`config.mk`:
```
export PLATFORM = sky130hd
export DESIGN_NAME = jtag_instruction_idcode_logic
export DESIGN_NICKNAME = d
export VERILOG_FILES = /design/src/jtag_types_pkg.sv /design/src/pin_sync.sv /design/src/jtag_instruction_idcode_logic.sv
export VERILOG_INCLUDE_DIRS = /design/src
export SDC_FILE = /design/constraint.sdc
export NUM_CORES = 1
export LEC_CHECK = 0
export ABC_CLOCK_PERIOD_IN_PS = 2100
export BUFFER_PORTS_ARGS = -buffer_cell sky130_fd_sc_hd__buf_2
export CORE_ASPECT_RATIO = 0.7
export CORE_UTILIZATION = 46
export DETAILED_ROUTE_END_ITERATION = 8
export HOLD_SLACK_MARGIN = 0.02
export PLACE_DENSITY_LB_ADDON = 0.3
export SLEW_MARGIN = 20
export SYNTH_ARGS = -nofsm -noshare
export SYNTH_HDL_FRONTEND = slang
export SYNTH_SLANG_ARGS = --single-unit
```
`constraint.sdc`:
```
create_clock -name clk -period 2.1 [get_ports clk]
set_input_delay 0.21 -clock clk [delete_from_list [all_inputs] [get_ports clk]]
set_output_delay 0.21 -clock clk [all_outputs]
set_load 0.01 [all_outputs]
```
`src/jtag_idcode_consts.svh`:
```
// constants for the boundary-scan instruction and identification logic
// assumes inclusion by bare name before any module that uses it
// Contract
// read-only 32-bit identification register via IDCODE
// maker bits 11:1, revision 31:28, bit0 one
// part field bits 27:12 per depth variant
// instruction register is four bits wide
// instruction bits shift only in Shift-IR
// current instruction picks the serial data path
// unselected data registers stay undisturbed
// code 0x00 external test, boundary register
// code 0x01 sample, chip stays functional
// sample/preload also preloads boundary register
// code 0x02 selects identification register
// identification read leaves chip operation alone
// identification readable after power-up or reset
// code 0x03 disables all outputs, bypass path
// bypass shifting keeps outputs disabled
// code 0x0F bypass, normal function
// bypass stage cleared in Capture-DR
// Capture-IR loads pattern ending in 01
// Update-IR latches instruction on falling edge
// controller resets via TRST or five TMS-high
// unlisted codes act as bypass
// identification instruction current after test reset
`ifndef JTAG_IDCODE_CONSTS_SVH
`define JTAG_IDCODE_CONSTS_SVH

// ==========================================
// instruction codes
`define IR_WIDTH        4
`define INSTR_EXTEST    4'h0
`define INSTR_SAMPLE    4'h1
`define INSTR_IDCODE    4'h2
`define INSTR_HIGHZ     4'h3
`define INSTR_BYPASS    4'hF
`define IR_CAPTURE      4'h5
`define IR_RESET_VALUE  `INSTR_IDCODE

// ==========================================
// identification word layout
`define ID_WIDTH        32
`define ID_VER_MSB      31
`define ID_VER_LSB      28
`define ID_PART_MSB     27
`define ID_PART_LSB     12
`define ID_MAKER_MSB    11
`define ID_MAKER_LSB    1
`define ID_MARKER_BIT   0
`define ID_MARKER_VALUE 1'b1
// arbitrary neutral identity values
`define ID_DEF_VERSION  4'h1
`define ID_DEF_PART     16'h5A5A
`define ID_DEF_MAKER    11'h155

// ==========================================
// data registers and reset values
`define BSR_DEF_LEN     8
`define BYPASS_CAPTURE  1'b0
`define SYNC_STAGES     2

`endif

```
`src/jtag_types_pkg.sv`:
```
// types shared by the boundary-scan logic
// assumes nothing of its surroundings
package jtag_types_pkg;

    // ==========================================
    // test-port controller states
    typedef enum logic [3:0] {
        TEST_LOGIC_RESET,
        RUN_TEST_IDLE,
        SELECT_DR,
        CAPTURE_DR,
        SHIFT_DR,
        EXIT1_DR,
        PAUSE_DR,
        EXIT2_DR,
        UPDATE_DR,
        SELECT_IR,
        CAPTURE_IR,
        SHIFT_IR,
        EXIT1_IR,
        PAUSE_IR,
        EXIT2_IR,
        UPDATE_IR
    } tap_state_t;

    // ==========================================
    // serial data path selection
    typedef enum logic [1:0] {
        DR_BOUNDARY,
        DR_IDENT,
        DR_BYPASS
    } dr_sel_t;

endpackage : jtag_types_pkg

```
`src/pin_sync.sv`:
```
// two-stage synchroniser for signals from outside the clk domain
// assumes ce freezes state and reset_n is asynchronous active low
`timescale 1ns/10ps
`default_nettype none

module pin_sync #(
    parameter int unsigned WIDTH = 1
) (
    input  wire logic             clk,
    input  wire logic             reset_n,
    input  wire logic             ce,
    input  wire logic [WIDTH-1:0] d,
    output var  logic [WIDTH-1:0] q
);

    // ==========================================
    // stages: first one is read only by the second
    logic [WIDTH-1:0] meta_q;

    always_ff @(posedge clk or negedge reset_n) begin
        if (!reset_n) begin
            meta_q <= '0;
            q      <= '0;
        end else if (ce) begin
            meta_q <= d;
            q      <= meta_q;
        end
    end

endmodule : pin_sync

`default_nettype wire

```
`src/jtag_instruction_idcode_logic.sv`:
```
// boundary-scan controller, instruction register and data path select
// assumes tck, tms, tdi, trst_n and sys_in come from pins; clk oversamples tck
`timescale 1ns/10ps
`default_nettype none
`include "jtag_idcode_consts.svh"

module jtag_instruction_idcode_logic #(
    parameter int unsigned    BSR_LEN     = `BSR_DEF_LEN,
    parameter logic [3:0]     ID_VERSION  = `ID_DEF_VERSION,
    parameter logic [15:0]    ID_PART     = `ID_DEF_PART,
    parameter logic [10:0]    ID_MAKER    = `ID_DEF_MAKER
) (
    input  wire logic                 clk,
    input  wire logic                 reset_n,
    input  wire logic                 ce,
    input  wire logic                 tck,
    input  wire logic                 tms,
    input  wire logic                 tdi,
    input  wire logic                 trst_n,
    input  wire logic [BSR_LEN-1:0]   sys_in,
    output var  logic                 tdo,
    output var  logic                 tdo_oe,
    output var  logic [BSR_LEN-1:0]   bs_drive,
    output var  logic                 extest_mode,
    output var  logic                 outputs_hiz,
    output var  logic [3:0]           instr_now,
    output var  logic                 test_reset_state
);

    // ==========================================
    // functions
    function automatic jtag_types_pkg::tap_state_t tap_next(
        input jtag_types_pkg::tap_state_t st,
        input logic                       m
    );
        jtag_types_pkg::tap_state_t nx;
        nx = st;
        case (st)
            jtag_types_pkg::TEST_LOGIC_RESET: begin
                nx = m ? jtag_types_pkg::TEST_LOGIC_RESET : jtag_types_pkg::RUN_TEST_IDLE;
            end
            jtag_types_pkg::RUN_TEST_IDLE: begin
                nx = m ? jtag_types_pkg::SELECT_DR : jtag_types_pkg::RUN_TEST_IDLE;
            end
            jtag_types_pkg::SELECT_DR: begin
                nx = m ? jtag_types_pkg::SELECT_IR : jtag_types_pkg::CAPTURE_DR;
            end
            jtag_types_pkg::CAPTURE_DR: begin
                nx = m ? jtag_types_pkg::EXIT1_DR : jtag_types_pkg::SHIFT_DR;
            end
            jtag_types_pkg::SHIFT_DR: begin
                nx = m ? jtag_types_pkg::EXIT1_DR : jtag_types_pkg::SHIFT_DR;
            end
            jtag_types_pkg::EXIT1_DR: begin
                nx = m ? jtag_types_pkg::UPDATE_DR : jtag_types_pkg::PAUSE_DR;
            end
            jtag_types_pkg::PAUSE_DR: begin
                nx = m ? jtag_types_pkg::EXIT2_DR : jtag_types_pkg::PAUSE_DR;
            end
            jtag_types_pkg::EXIT2_DR: begin
                nx = m ? jtag_types_pkg::UPDATE_DR : jtag_types_pkg::SHIFT_DR;
            end
            jtag_types_pkg::UPDATE_DR: begin
                nx = m ? jtag_types_pkg::SELECT_DR : jtag_types_pkg::RUN_TEST_IDLE;
            end
            jtag_types_pkg::SELECT_IR: begin
                nx = m ? jtag_types_pkg::TEST_LOGIC_RESET : jtag_types_pkg::CAPTURE_IR;
            end
            jtag_types_pkg::CAPTURE_IR: begin
                nx = m ? jtag_types_pkg::EXIT1_IR : jtag_types_pkg::SHIFT_IR;
            end
            jtag_types_pkg::SHIFT_IR: begin
                nx = m ? jtag_types_pkg::EXIT1_IR : jtag_types_pkg::SHIFT_IR;
            end
            jtag_types_pkg::EXIT1_IR: begin
                nx = m ? jtag_types_pkg::UPDATE_IR : jtag_types_pkg::PAUSE_IR;
            end
            jtag_types_pkg::PAUSE_IR: begin
                nx = m ? jtag_types_pkg::EXIT2_IR : jtag_types_pkg::PAUSE_IR;
            end
            jtag_types_pkg::EXIT2_IR: begin
                nx = m ? jtag_types_pkg::UPDATE_IR : jtag_types_pkg::SHIFT_IR;
            end
            jtag_types_pkg::UPDATE_IR: begin
                nx = m ? jtag_types_pkg::SELECT_DR : jtag_types_pkg::RUN_TEST_IDLE;
            end
            default: begin
                nx = jtag_types_pkg::TEST_LOGIC_RESET;
            end
        endcase
        return nx;
    endfunction : tap_next

    // instruction to data path decode
    function automatic jtag_types_pkg::dr_sel_t path_of(input logic [3:0] ins);
        jtag_types_pkg::dr_sel_t sel;
        case (ins)
            `INSTR_EXTEST: sel = jtag_types_pkg::DR_BOUNDARY;
            `INSTR_SAMPLE: sel = jtag_types_pkg::DR_BOUNDARY;
            `INSTR_IDCODE: sel = jtag_types_pkg::DR_IDENT;
            `INSTR_HIGHZ:  sel = jtag_types_pkg::DR_BYPASS;
            default:       sel = jtag_types_pkg::DR_BYPASS;
        endcase
        return sel;
    endfunction : path_of

    // ==========================================
    // pin synchronisers
    logic [3:0]         pins_s;
    logic [BSR_LEN-1:0] sys_s;

    pin_sync #(
        .WIDTH   (4)
    ) u_pin_sync (
        .clk     (clk),
        .reset_n (reset_n),
        .ce      (ce),
        .d       ({trst_n, tdi, tms, tck}),
        .q       (pins_s)
    );

    pin_sync #(
        .WIDTH   (BSR_LEN)
    ) u_sys_sync (
        .clk     (clk),
        .reset_n (reset_n),
        .ce      (ce),
        .d       (sys_in),
        .q       (sys_s)
    );

    wire logic tck_s     = pins_s[0];
    wire logic tms_s     = pins_s[1];
    wire logic tdi_s     = pins_s[2];
    wire logic trst_n_s  = pins_s[3];

    // ==========================================
    // tck edge detection
    // reset low matches the idle level of tck, so no false edge after reset
    logic tck_d_q;

    always_ff @(posedge clk or negedge reset_n) begin
        if (!reset_n) begin
            tck_d_q <= 1'b0;
        end else if (ce) begin
            tck_d_q <= tck_s;
        end
    end

    wire logic tck_rise = tck_s & ~tck_d_q;
    wire logic tck_fall = ~tck_s & tck_d_q;

    // ==========================================
    // controller state
    jtag_types_pkg::tap_state_t state_q;
    jtag_types_pkg::tap_state_t state_d;

    assign state_d = tap_next(state_q, tms_s);

    always_ff @(posedge clk or negedge reset_n) begin
        if (!reset_n) begin
            state_q <= jtag_types_pkg::TEST_LOGIC_RESET;
        end else if (ce) begin
            if (!trst_n_s) begin
                state_q <= jtag_types_pkg::TEST_LOGIC_RESET;
            end else if (tck_rise) begin
                state_q <= state_d;
            end
        end
    end

    wire logic st_reset   = (state_q == jtag_types_pkg::TEST_LOGIC_RESET);
    wire logic st_cap_ir  = (state_q == jtag_types_pkg::CAPTURE_IR);
    wire logic st_sh_ir   = (state_q == jtag_types_pkg::SHIFT_IR);
    wire logic st_upd_ir  = (state_q == jtag_types_pkg::UPDATE_IR);
    wire logic st_cap_dr  = (state_q == jtag_types_pkg::CAPTURE_DR);
    wire logic st_sh_dr   = (state_q == jtag_types_pkg::SHIFT_DR);
    wire logic st_upd_dr  = (state_q == jtag_types_pkg::UPDATE_DR);
    wire logic tap_active = trst_n_s;

    // ==========================================
    // tck-qualified strobes shared by the scan registers
    // tms and tdi ride the same two stages as tck, so they are settled here
    wire logic tap_rise = ce & tap_active & tck_rise;
    wire logic tap_fall = ce & tap_active & tck_fall;

    // ==========================================
    // instruction register
    logic [`IR_WIDTH-1:0] ir_shift_q;
    logic [`IR_WIDTH-1:0] ir_hold_q;
    // hold stage moves only on the fall in update or in test reset, so an aborted scan keeps the instruction

    always_ff @(posedge clk or negedge reset_n) begin
        if (!reset_n) begin
            ir_shift_q <= `IR_CAPTURE;
        end else if (tap_rise) begin
            if (st_cap_ir) begin
                ir_shift_q <= `IR_CAPTURE;
            end else if (st_sh_ir) begin
                ir_shift_q <= {tdi_s, ir_shift_q[`IR_WIDTH-1:1]};
            end
        end
    end

    always_ff @(posedge clk or negedge reset_n) begin
        if (!reset_n) begin
            ir_hold_q <= `IR_RESET_VALUE;
        end else if (ce) begin
            if (!trst_n_s || st_reset) begin
                ir_hold_q <= `IR_RESET_VALUE;
            end else if (tck_fall && st_upd_ir) begin
                ir_hold_q <= ir_shift_q;
            end
        end
    end

    // ==========================================
    // instruction decode
    jtag_types_pkg::dr_sel_t dr_sel;

    // unlisted codes fall through to the bypass path
    assign dr_sel = path_of(ir_hold_q);

    wire logic sel_bsr    = (dr_sel == jtag_types_pkg::DR_BOUNDARY);
    wire logic sel_ident  = (dr_sel == jtag_types_pkg::DR_IDENT);
    wire logic sel_bypass = (dr_sel == jtag_types_pkg::DR_BYPASS);
    wire logic is_extest  = (ir_hold_q == `INSTR_EXTEST);
    wire logic is_sample  = (ir_hold_q == `INSTR_SAMPLE);
    wire logic is_highz   = (ir_hold_q == `INSTR_HIGHZ);

    // ==========================================
    // identification register
    wire logic [`ID_WIDTH-1:0] id_word;

    assign id_word[`ID_VER_MSB:`ID_VER_LSB]     = ID_VERSION;
    assign id_word[`ID_PART_MSB:`ID_PART_LSB]   = ID_PART;
    assign id_word[`ID_MAKER_MSB:`ID_MAKER_LSB] = ID_MAKER;
    assign id_word[`ID_MARKER_BIT]              = `ID_MARKER_VALUE;

    logic [`ID_WIDTH-1:0] id_shift_q;
    // capture reloads the fixed word, so shifted-in bits never stick

    always_ff @(posedge clk or negedge reset_n) begin
        if (!reset_n) begin
            id_shift_q <= '0;
        end else if (tap_rise && sel_ident) begin
            if (st_cap_dr) begin
                id_shift_q <= id_word;
            end else if (st_sh_dr) begin
                id_shift_q <= {tdi_s, id_shift_q[`ID_WIDTH-1:1]};
            end
        end
    end

    // ==========================================
    // bypass register
    logic bypass_q;

    always_ff @(posedge clk or negedge reset_n) begin
        if (!reset_n) begin
            bypass_q <= `BYPASS_CAPTURE;
        end else if (tap_rise && sel_bypass) begin
            if (st_cap_dr) begin
                bypass_q <= `BYPASS_CAPTURE;
            end else if (st_sh_dr) begin
                bypass_q <= tdi_s;
            end
        end
    end

    // ==========================================
    // boundary-scan register
    logic [BSR_LEN-1:0] bsr_shift_q;
    logic [BSR_LEN-1:0] bsr_update_q;
    // update latch holds what the pads drive under external test

    always_ff @(posedge clk or negedge reset_n) begin
        if (!reset_n) begin
            bsr_shift_q <= '0;
        end else if (tap_rise && sel_bsr) begin
            if (st_cap_dr) begin
                bsr_shift_q <= sys_s;
            end else if (st_sh_dr) begin
                bsr_shift_q <= {tdi_s, bsr_shift_q[BSR_LEN-1:1]};
            end
        end
    end

    always_ff @(posedge clk or negedge reset_n) begin
        if (!reset_n) begin
            bsr_update_q <= '0;
        end else if (tap_fall && st_upd_dr) begin
            if (is_extest || is_sample) begin
                bsr_update_q <= bsr_shift_q;
            end
        end
    end

    // ==========================================
    // serial output
    wire logic ser_dr = sel_ident ? id_shift_q[0]
                      : sel_bsr   ? bsr_shift_q[0]
                      : bypass_q;
    wire logic ser_out  = st_sh_ir ? ir_shift_q[0] : ser_dr;
    wire logic shifting = st_sh_ir | st_sh_dr;
    // tdo moves on the fall so the controller samples it settled at its next rise

    always_ff @(posedge clk or negedge reset_n) begin
        if (!reset_n) begin
            tdo    <= 1'b0;
            tdo_oe <= 1'b0;
        end else if (ce) begin
            if (!tap_active) begin
                tdo    <= 1'b0;
                tdo_oe <= 1'b0;
            end else if (tck_fall) begin
                tdo    <= shifting ? ser_out : 1'b0;
                tdo_oe <= shifting;
            end
        end
    end

    // ==========================================
    // chip-facing controls
    // registered so every pin-facing output leaves a flop
    always_ff @(posedge clk or negedge reset_n) begin
        if (!reset_n) begin
            bs_drive         <= '0;
            extest_mode      <= 1'b0;
            outputs_hiz      <= 1'b0;
            instr_now        <= `IR_RESET_VALUE;
            test_reset_state <= 1'b1;
        end else if (ce) begin
            bs_drive         <= bsr_update_q;
            extest_mode      <= is_extest;
            outputs_hiz      <= is_highz;
            instr_now        <= ir_hold_q;
            test_reset_state <= st_reset;
        end
    end

endmodule : jtag_instruction_idcode_logic

`default_nettype wire

```
==> impl_metrics.py <==
metrics = {
    "detailed_routing": {
        "drc": 0,
        "ant_nets": 0,
        "drt_iter0_markers": 241,
        "drt-vias-per-instance": 5.34,
        "wl_per_cell_um": 14.8,
        "wirelength_um": 8390,
        "firstDrtPassIters": 6,
        "vias": 3021,
    },
    "synth": {
        "synth-seq-cells": 103,
        "async_reset_ff_share_pct": 100,
        "syn_nets": 422,
        "synth-edff-count": 0,
        "ys.flop_type": "dfrtp_1",
        "syn_inst": 407,
        "syn_area_sq_um": 4430,
        "avgSynthCellArea_sq_um": 10.9,
        "synth-warning-count": 0,
        "synth.distinct_cells": 49,
        "seq_area_frac_synth_pct": 58.3,
    },
    "worst_setup_path": {
        "cp-start-kind": "flop",
        "arrival_ns": 2.14,
        "cpPeakStageDelay_ns": 0.58,
        "cp_slowest_cell": "dfstp_2",
        "path_common_cell": "nand2_1",
        "required_ns": 2.33,
        "worst-path-max-fanout": 32,
        "path_cells": "or4b_1, a2111o_1, buf_12, nand2_1, nand2_1",
        "crit_buf_inv": 1,
        "critical_path_class": "flop to flop",
        "cpLargestDelayFamily": "simple AND/OR/NAND/NOR gates",
        "endpoint_kind": "flop",
    },
    "finish": {
        "nets": 453,
        "final_cell_mix": "dfrtp_1, nand2_1, mux2_2, buf_2, o21ai_0",
        "stdcell_count": 566,
        "num_antenna_cells": 0,
        "syn2layout_area_growth_pct": 15.6,
        "nFillCells": 819,
        "layout-drive-gt1-share_pct": 27.1,
        "final_common_cell": "dfrtp_1",
    },
    "global_routing": {
        "grt_use_total_pct": 18.7,
        "grt_remaining_overflow": 0,
        "grt_max_degree": 48,
        "grt_pass1_vias": 2809,
        "antenna_found_initial": 0,
        "grt_pass1_wl_um": 14400,
    },
    "hold_path": {
        "hold_class": "primary input to flop",
    },
    "die": {
        "num_rows": 29,
        "core_sq_um": 9220,
        "fp.dieH_um": 84.1,
        "initial_utilization_pct": 48.1,
        "boundaryPins": 32,
        "die_w_um": 119,
        "dieArea_sq_um": 10000,
    },
    "power": {
        "p_int_mw": 3.28,
        "power_switching_uw": 887,
        "seqPwrFrac_pct": 50.7,
        "power.density_nw_per_um2": 814,
        "p_leak_nw": 2.46,
        "swShare_pct": 21.3,
        "comb_power_share_pct": 6.5,
        "p_clk_share_pct": 42.7,
        "ir_worst_vdd_uv": 662,
    },
    "clock_network": {
        "cts_tree": "built",
        "cts_sinks": 103,
        "clock_path_buffers": 2,
        "cts_made_buffers": 9,
        "clkTransAtPathRegs_ns": 0.07,
        "clock_latency_ns": 0.35,
        "post_cts_buffers": 0,
        "cts-root-buf": "clkbuf_16",
        "htree_levels": 3,
    },
    "timing": {
        "max_freq_ghz": 0.524,
        "final.setup.tns_ns": 0,
        "finalHoldViolations": 0,
        "period_minus_slack_ns": 1.91,
        "finalCritPeriodShare_pct": 91.0,
        "tightest_slew_ns": 0.551,
        "rsz0062_at_grt": "no",
        "final-setup-viol-count": 0,
        "slew_headroom_pct": 62.9,
        "final_max_slew_viol_count": 0,
        "fin_worst_skew_ns": 0.00859,
    },
    "status": {
        "status": "completed",
    },
    "placement": {
        "place_congestion": 0.820,
        "dp.cells": 550,
        "portBuffers": 31,
        "dp_hpwl_um": 5780,
    },
    "flow_run": {
        "maxCapViolations": 0,
    },
}
metal layers:
metal,GRT usage [%],routed length (um)
met1,28.4,4350
met5,0,0
met3,5.50,416
met2,25.7,3540
met4,5.91,84
final timing paths:
kind	startpoint	end	slack, ns	depth (start not counted)
max in group asynchronous	reset_n	instr_now[1]$_DFFE_PN1P_	1.15	3
worst min-delay path	sys_in[5]	u_sys_sync.meta_q[5]$_DFFE_PN0P_	0.1	2
worst min register to register	id_shift_q[2]$_DFFE_PN0P_	id_shift_q[2]$_DFFE_PN0P_	0.46	2
min in group asynchronous	reset_n	state_q[3]$_DFFE_PN0P_	0.35	2
worst max-delay path	ir_hold_q[1]$_DFFE_PN1P_	id_shift_q[3]$_DFFE_PN0P_	0.19	5
worst max register to register	ir_hold_q[1]$_DFFE_PN1P_	id_shift_q[3]$_DFFE_PN0P_	0.19	5
kinds of logic (layout without fill, tap and decap cells):
| family | after synthesis | after routing | share of synthesized area (%) |
|---|---|---|---|
| AO/OA/AOI/OAI | 62 | 62 | 10.0 |
| XOR/XNOR | 1 | 1 | 0.198 |
| buffers and inverters | 36 | 71 | 3.53 |
| flip-flops | 103 | 103 | 58.3 |
| multiplexers | 49 | 49 | 12.4 |
| AND/OR/NAND/NOR | 156 | 156 | 15.6 |
power groups by stage:
stage	clock network [mW]	logic [mW]	registers (mW)
2_1_floorplan	0	0.179	2.13
3_3_place_gp	0	0.267	2.15
3_5_place_dp	0	0.276	2.15
4_1_cts	1.84	0.278	2.12
5_1_grt	1.91	0.307	2.13
6_report	1.78	0.273	2.12
registers in the layout (all words and copies together) (netlist names), 8 cells and up:
signal and flops:
bs_drive 8, bsr_shift_q 8, bsr_update_q 8, id_shift_q 32, u_sys_sync.meta_q 8, u_sys_sync.q 8
synth_stat cells (3+ instances only):
master     n  area share (%)
dfrtp_1   98              55
nand2_1   96             8.1
mux2_2    46              12
o21ai_0   25             2.8
nand3_1   20             2.3
nor2_1    17             1.4
clkbuf_1  15             1.3
inv_1      9            0.76
a31oi_1    8             1.1
a21oi_1    7            0.79
buf_1      5            0.42
dfstp_2    5             3.0
buf_2      4            0.45
nand2b_1   4            0.56
nor3_1     4            0.45
mux2i_1    3            0.68
layout make-up:
| class | count | area, sq um | area share, % |
|---|---|---|---|
| clock buffer | 12 | 256 | 5.00 |
| clock inverter | 3 | 67.6 | 1.32 |
| inverter | 9 | 33.8 | 0.659 |
| multi-input combinational | 268 | 1700 | 33.1 |
| sequential | 103 | 2580 | 50.4 |
| tap | 124 | 155 | 3.03 |
| timing repair buffer | 47 | 330 | 6.45 |
what timing repair did:
action,4_1_cts,5_1_grt
resized for setup,0,0
hold buffers,1,0
endpoints found under the hold margin,29,0
worst register-to-register path, cell delays in order, from the launching register on:
cell and delay [ns]:
dfstp_2 0.58, or4b_1 0.53, a2111o_1 0.37, buf_12 0.18, nand2_1 0.08, nand2_1 0.05
stage by stage:
| step | hold WS, ns | power [mW] | util (%) | setup slack [ns] | area, sq um |
|---|---|---|---|---|---|
| 2_1_floorplan | -0.0856 | 2.31 | - | 0.250 | 4430 |
| 3_5_place_dp | 0.187 | 2.43 | 52.0 | 0.218 | 4790 |
| 3_3_place_gp | 0.190 | 2.41 | 52.0 | 0.239 | 4790 |
| 4_1_cts | 0.0865 | 4.23 | 55.6 | 0.199 | 5120 |
| 6_report | 0.0986 | 4.17 | 55.6 | 0.190 | 5120 |
| 5_1_grt | 0.0915 | 4.35 | 55.6 | 0.119 | 5120 |
No activity file was read; power rests on OpenSTA's default activity.
